--- config.mk ---
export PLATFORM = sky130hd
export DESIGN_NAME = ttl_logic
export DESIGN_NICKNAME = d
export VERILOG_FILES = /design/src/core/ttl_pkg.sv /design/src/core/ttl_debounce.sv /design/src/core/ttl_logic.sv
export SDC_FILE = /design/constraint.sdc
export NUM_CORES = 1
export LEC_CHECK = 0
export BUFFER_PORTS_ARGS = -buffer_cell sky130_fd_sc_hd__buf_2
export CAP_MARGIN = 10
export CORE_MARGIN = 2
export CORE_UTILIZATION = 45
export DETAILED_ROUTE_END_ITERATION = 8
export GPL_ROUTABILITY_DRIVEN = 1
export PLACE_DENSITY_LB_ADDON = 0.05
export SLEW_MARGIN = 20
export SYNTH_ARGS = -nofsm -noshare
export SYNTH_HDL_FRONTEND = slang
export SYNTH_SLANG_ARGS = --single-unit
--- constraint.sdc ---
create_clock -name clock_in -period 7.3 [get_ports clock_in]
set_input_delay 0.73 -clock clock_in [delete_from_list [all_inputs] [get_ports clock_in]]
set_output_delay 0.73 -clock clock_in [all_outputs]
set_load 0.005 [all_outputs]
--- src/core/ttl_pkg.sv ---
// Package for the two-input trigger logic unit: operation codes, source selects, timing constants.
// Assumes one 125 MHz system clock and an asynchronous active-low reset.
package ttl_pkg;

    // Boolean operation selection
    typedef enum logic [2:0] {
        TTL_OP_AND,
        TTL_OP_NAND,
        TTL_OP_OR,
        TTL_OP_NOR,
        TTL_OP_XOR,
        TTL_OP_XNOR
    } ttl_op_t;

    localparam int unsigned CLK_PERIOD_NS    = 8;
    localparam int unsigned DEBOUNCE_TIME_NS = 1000;
    localparam int unsigned DEBOUNCE_CYCLES  = (DEBOUNCE_TIME_NS + CLK_PERIOD_NS - 1) / CLK_PERIOD_NS;
    localparam int unsigned NUM_LINES        = 4;
    localparam int unsigned SEL_W            = 2;
    localparam int unsigned CNT_W            = 20;

    localparam logic RESULT_RESET = 1'b0;

endpackage : ttl_pkg

--- src/core/ttl_debounce.sv ---
// Debouncer for one conditioned input line.
// Assumes the input is synchronous to clock_in; output follows a level stable for the set count.
module ttl_debounce #(
    parameter int unsigned CNT_W = ttl_pkg::CNT_W
) (
    input  wire logic             clock_in,     // System clock
    input  wire logic             nrst_in,      // Async reset, active low
    input  wire logic             enable_in,    // Debouncer placed on this line
    input  wire logic [CNT_W-1:0] duration_in,  // Stable cycles needed
    input  wire logic             raw_in,       // Conditioned line level
    output logic                  clean_out     // Debounced level
);

    typedef struct packed {
        logic             level;
        logic [CNT_W-1:0] count;
    } ttl_deb_state_t;

    ttl_deb_state_t state_q;
    ttl_deb_state_t state_d;

    always_comb begin
        state_d = state_q;
        if (!enable_in) begin
            state_d.level = raw_in;
            state_d.count = '0;
        end else if (raw_in == state_q.level) begin
            state_d.count = '0;
        end else if (state_q.count + 1'b1 >= duration_in) begin
            // Level held long enough: accept it
            state_d.level = raw_in;
            state_d.count = '0;
        end else begin
            state_d.count = state_q.count + 1'b1;
        end
    end

    always_ff @(posedge clock_in or negedge nrst_in) begin
        if (!nrst_in) begin
            state_q <= '0;
        end else begin
            state_q <= state_d;
        end
    end

    // Without a debouncer the line passes straight through, so it costs no extra cycle
    assign clean_out = enable_in ? state_q.level : raw_in;

endmodule // ttl_debounce

--- src/core/ttl_logic.sv ---
// Two-operand trigger logic stage with optional per-line debouncing and result routing.
// Assumes conditioned inputs synchronous to clock_in; selects are static configuration inputs.

// Summary of operation
// - The operation is chosen among AND, NAND, OR, NOR, XOR and XNOR.
// - The result follows the standard truth table of the chosen operation for all four operand pairs.
// - The first operand comes from the selected first source and the second from the selected second source.
// - In trigger-enable mode the trigger enable input becomes the second operand.
// - The result can be routed out as the camera trigger source.
// - The result is offered as an operand for a further chained stage.
// - The result can be routed to a digital output line.
// - A debouncer placed on a line cleans that line before it reaches the logic.
module ttl_logic #(
    parameter int unsigned NUM_LINES = ttl_pkg::NUM_LINES,
    parameter int unsigned SEL_W     = ttl_pkg::SEL_W,
    parameter int unsigned CNT_W     = ttl_pkg::CNT_W
) (
    input  wire logic                 clock_in,                 // System clock, 125 MHz
    input  wire logic                 nrst_in,                  // Async reset, active low
    input  wire logic [NUM_LINES-1:0] line_in,                  // Conditioned input lines
    input  wire logic                 chain_in,                 // Result of a preceding stage
    input  wire logic                 trigger_enable_in,        // Trigger enable signal
    input  wire logic [SEL_W:0]       first_operand_source_in,  // Line index, or chain when top bit set
    input  wire logic [SEL_W:0]       second_operand_source_in, // Line index, or chain when top bit set
    input  wire logic                 trig_enable_mode_in,      // Use trigger enable as second operand
    input  wire ttl_pkg::ttl_op_t     op_sel_in,                // Boolean operation
    input  wire logic [NUM_LINES-1:0] debounce_en_in,           // Debouncer placed per line
    input  wire logic [CNT_W-1:0]     debounce_cycles_in,       // Debounce duration in cycles
    input  wire logic                 route_trigger_in,         // Drive result to trigger
    input  wire logic                 route_line_out_in,        // Drive result to output line
    output logic                      result_out,               // Registered result, chain source
    output logic                      trigger_out,              // Camera trigger source
    output logic                      line_out,                 // Digital output line
    output logic                      first_operand_value_out,  // Current first operand
    output logic                      second_operand_value_out  // Current second operand
);

    typedef struct packed {
        logic result;
        logic trigger;
        logic line;
        logic first_val;
        logic second_val;
    } ttl_state_t;

    ttl_state_t state_q;
    ttl_state_t state_d;

    logic [NUM_LINES-1:0] clean_lines;
    logic                 first_operand_value;
    logic                 second_operand_value;

    genvar gi;
    generate
        for (gi = 0; gi < NUM_LINES; gi++) begin : g_deb
            ttl_debounce #(
                .CNT_W       (CNT_W)
            ) u_deb (
                .clock_in    (clock_in),
                .nrst_in     (nrst_in),
                .enable_in   (debounce_en_in[gi]),
                .duration_in (debounce_cycles_in),
                .raw_in      (line_in[gi]),
                .clean_out   (clean_lines[gi])
            );
        end
    endgenerate

    // Picks a line, debounced where enabled, or the chained result
    function automatic logic pick_source(input logic [SEL_W:0] sel, input logic [NUM_LINES-1:0] lines,
                                         input logic chain);
        if (sel[SEL_W]) begin
            pick_source = chain;
        end else begin
            pick_source = lines[sel[SEL_W-1:0]];
        end
    endfunction

    function automatic logic apply_op(input ttl_pkg::ttl_op_t op, input logic a, input logic b);
        case (op)
            ttl_pkg::TTL_OP_AND:  apply_op = a & b;
            ttl_pkg::TTL_OP_NAND: apply_op = ~(a & b);
            ttl_pkg::TTL_OP_OR:   apply_op = a | b;
            ttl_pkg::TTL_OP_NOR:  apply_op = ~(a | b);
            ttl_pkg::TTL_OP_XOR:  apply_op = a ^ b;
            ttl_pkg::TTL_OP_XNOR: apply_op = ~(a ^ b);
            default:              apply_op = ttl_pkg::RESULT_RESET;
        endcase
    endfunction

    always_comb begin
        first_operand_value  = pick_source(first_operand_source_in, clean_lines, chain_in);
        second_operand_value = trig_enable_mode_in ? trigger_enable_in
                             : pick_source(second_operand_source_in, clean_lines, chain_in);
        state_d            = state_q;
        state_d.first_val  = first_operand_value;
        state_d.second_val = second_operand_value;
        state_d.result     = apply_op(op_sel_in, first_operand_value, second_operand_value);
        state_d.trigger    = route_trigger_in & state_d.result;
        state_d.line       = route_line_out_in & state_d.result;
    end

    always_ff @(posedge clock_in or negedge nrst_in) begin
        if (!nrst_in) begin
            state_q <= '0;
        end else begin
            state_q <= state_d;
        end
    end

    assign result_out               = state_q.result;
    assign trigger_out              = state_q.trigger;
    assign line_out                 = state_q.line;
    assign first_operand_value_out  = state_q.first_val;
    assign second_operand_value_out = state_q.second_val;

endmodule // ttl_logic

==> impl_metrics.env <==
export IMPL_grt_max_degree=52
export IMPL_route_met3_wl_um=254
export IMPL_ys_ff_latch=89
export IMPL_dieArea_um2=14600
export IMPL_postCtsSetupBuffers=0
export IMPL_clk_pin_slew_worst_paths_ns=0.06
export IMPL_insertion_delay_ns=0.34
export IMPL_critPathMostFrequentCell="nand4_1"
export IMPL_p_int_mw=0.790
export IMPL_wl_met2_um=6980
export IMPL_end_kind="register"
export IMPL_cp_top_family="simple AND/OR/NAND/NOR gates"
export IMPL_tightestPinTransition_ns=0.838
export IMPL_switching_power_mw=0.266
export IMPL_r2r_start="g_deb[3].u_deb.state_q[0]"
export IMPL_synthArstFlopShare_pct=100
export IMPL_grt_pass1_wl_um=24500
export IMPL_final_hold_viol_count=0
export IMPL_critPathMaxStageDelay_ns=0.68
export IMPL_highest_layer="met4"
export IMPL_fin_crit_sh_pct=49.9
export IMPL_r2r_slack_ns=3.66
export IMPL_vias_per_cell=5.29
export IMPL_drtIter0Drc=278
export IMPL_total_power_mw=1.06
export IMPL_grt_overflow=0
export IMPL_rsz0062_at_grt="false"
export IMPL_cts_tree="done"
export IMPL_fillCellCount=1248
export IMPL_synth_cells=628
export IMPL_grt_usage_pct=22.0
export IMPL_synth_most_common_cell="dfrtp_1"
export IMPL_grt_pass1_vias=4782
export IMPL_cp_max_fo=20
export IMPL_power_frac_clock_pct=39.6
export IMPL_finish_utilization_pct=51.6
export IMPL_port_buffers=48
export IMPL_drt_met1_wl_um=7290
export IMPL_placed_cells=846
export IMPL_relSlewSlack_pct=44.2
export IMPL_max_freq_mhz=275
export IMPL_drive_above_1_share_pct=11.5
export IMPL_cts_resized=0
export IMPL_p_leak_nw=3.56
export IMPL_pin_count=49
export IMPL_synthFlopType="dfrtp_1"
export IMPL_final_area_um2=6860
export IMPL_p_seq_share_pct=48.4
export IMPL_antenna_cells=0
export IMPL_initial_utilization_pct=46.2
export IMPL_ctsHoldBuffers=0
export IMPL_setup_worst_path_start_class="register"
export IMPL_ys_seq_area_share_pct=36.2
export IMPL_p_per_area_nw_per_um2=154
export IMPL_cpMaxStageDelayCell="nand2b_1"
export IMPL_ys_types=45
export IMPL_yosysTopAreaCell="dfrtp_1"
export IMPL_final_nets=811
export IMPL_globalplace_congestion=0.859
export IMPL_slew_violations=0
export IMPL_synth_edf_count=0
export IMPL_clockBufferDepth=2
export IMPL_p_comb_share_pct=12.0
export IMPL_hpwl_um=11200
export IMPL_postSynthAreaPerCell_um2=9.78
export IMPL_ys_top_cells_by_area="dfrtp_1 (36%), ha_1 (18%), xnor2_1 (8.1%)"
export IMPL_placed_area_um2=6600
export IMPL_synthTopCellsByCount="dfrtp_1 (89), ha_1 (86), xnor2_1 (57)"
export IMPL_crit_required_ns=7.49
export IMPL_path_cells="ha_1 > nand3_1 > nor2_1 > and4_4 > xor2_2 > ha_1 > nand4_1 > nor3_1 > nand4_1 > nand4_1 > nand2b_1 > nor2b_1"
export IMPL_synth_top_area_share_pct=36.2
export IMPL_die_x_um=121
export IMPL_setup_violations=0
export IMPL_via_count=4556
export IMPL_layoutNonFillerInstCount=861
export IMPL_drt_wl_total_um=14900
export IMPL_arrival_ns=3.83
export IMPL_ys_warn_count=0
export IMPL_finClkSkew_ns=0.00614
export IMPL_cap_viol_max_count=0
export IMPL_hp_class="primary input to async pin"
export IMPL_final_antenna_net_count=0
export IMPL_rr_worst_depth=12
export IMPL_cts_buffers=9
export IMPL_netlist_area_um2=6140
export IMPL_synth_nets=758
export IMPL_syn_to_final_growth_pct=11.7
export IMPL_antenna_found_initial=0
export IMPL_ir_drop_mv=0.0878
export IMPL_drt_first_pass_iters=4
export IMPL_worst_r2r_endpoint="g_deb[3].u_deb.state_q[12]"
export IMPL_switching_share_pct=25.2
export IMPL_rows=42
export IMPL_avgRoutedWirePerCell_um=17.3
export IMPL_fin_tns_setup_ns=0
export IMPL_crit_type="register to register"
export IMPL_h_tree_depth=3
export IMPL_fin_crit_ns=3.64
export IMPL_worst_path_buf_inv=0
export IMPL_cts_sinks=89
export IMPL_core_area_um2=13300
export IMPL_drc=0
export IMPL_die_y_um=121
export IMPL_cts_root_buf="clkbuf_16"
export IMPL_outcome="completed"
-- sequential cells by signal, indices dropped and copies added, names as in the netlist --
name                      flops
second_operand_value_out      1
trigger_out                   1
line_out                      1
g_deb.u_deb.state_q          84
first_operand_value_out       1
result_out                    1
-- area by class of cell --
cell class / instances / area (µm²) / share of cell area (%)
Tap cell: 176 / 220 / 3.21
Timing Repair Buffer: 52 / 273 / 3.98
Clock buffer: 15 / 258 / 3.76
Inverter: 38 / 143 / 2.08
Multi-Input combinational cell: 491 / 3740 / 54.5
Sequential cell: 89 / 2230 / 32.5
-- placed cells by master, fill, tap and decap left out, types with 5 or more instances in the layout --
cell type,instances
buf_2,47
clkbuf_16,9
nor3_1,8
ha_1,86
and4_1,5
nand2b_1,8
buf_4,5
o21ai_0,5
inv_1,37
nor2b_1,55
nand4_1,23
and3_1,35
mux2_1,5
a21o_1,9
nor2_1,28
nand3_1,32
clkbuf_1,5
dfrtp_1,89
a21oi_1,25
xor2_1,20
nand2_1,44
xnor2_1,57
-- power groups by stage --
stage / Sequential [mW] / Combinational, mW / Clock [mW]
6_report: 0.511 / 0.127 / 0.418
5_1_grt: 0.512 / 0.145 / 0.455
4_1_cts: 0.511 / 0.129 / 0.434
3_5_place_dp: 0.520 / 0.129 / 0
3_3_place_gp: 0.519 / 0.124 / 0
2_1_floorplan: 0.519 / 0.0704 / 0
-- cells by family after synthesis --
| family | after synthesis | synth area share [%] |
|---|---|---|
| buffers and inverters | 48 | 2.95 |
| and+or+nand+nor | 252 | 22.7 |
| AOI/OAI and AO/OA | 62 | 6.62 |
| DFF | 89 | 36.2 |
| adders and majority gates | 86 | 17.5 |
| muxes | 13 | 2.69 |
| xor gates and xnor gates | 78 | 11.2 |
-- metrics by stage --
step,hold WS (ns),worst slack [ns]
after floorplan,0.434,4.50
after global placement,0.508,3.75
after detailed placement,0.515,3.65
after CTS,0.383,3.62
after global routing,0.406,3.33
final,0.357,3.66
-- routing by layer --
metal	track usage (%)	vias to the layer above
li1	-	2313
met1	30.7	2183
met2	35.3	42
met3	2.49	18
met4	8.28	0
met5	0	-
-- worst max path at each step --
stage                            endpoint  slack (ns)                 startpoint  cells after the start
6_report       g_deb[3].u_deb.state_q[12]        3.66  g_deb[3].u_deb.state_q[0]                     12
2_1_floorplan  g_deb[3].u_deb.state_q[11]        4.50  g_deb[3].u_deb.state_q[7]                     13
5_1_grt        g_deb[3].u_deb.state_q[12]        3.33  g_deb[3].u_deb.state_q[0]                     12
4_1_cts         g_deb[3].u_deb.state_q[9]        3.62  g_deb[3].u_deb.state_q[0]                     12
3_5_place_dp   g_deb[3].u_deb.state_q[17]        3.65  g_deb[3].u_deb.state_q[0]                     12
3_3_place_gp   g_deb[3].u_deb.state_q[15]        3.75  g_deb[3].u_deb.state_q[0]                     12
No activity file was read; power rests on OpenSTA's default activity.
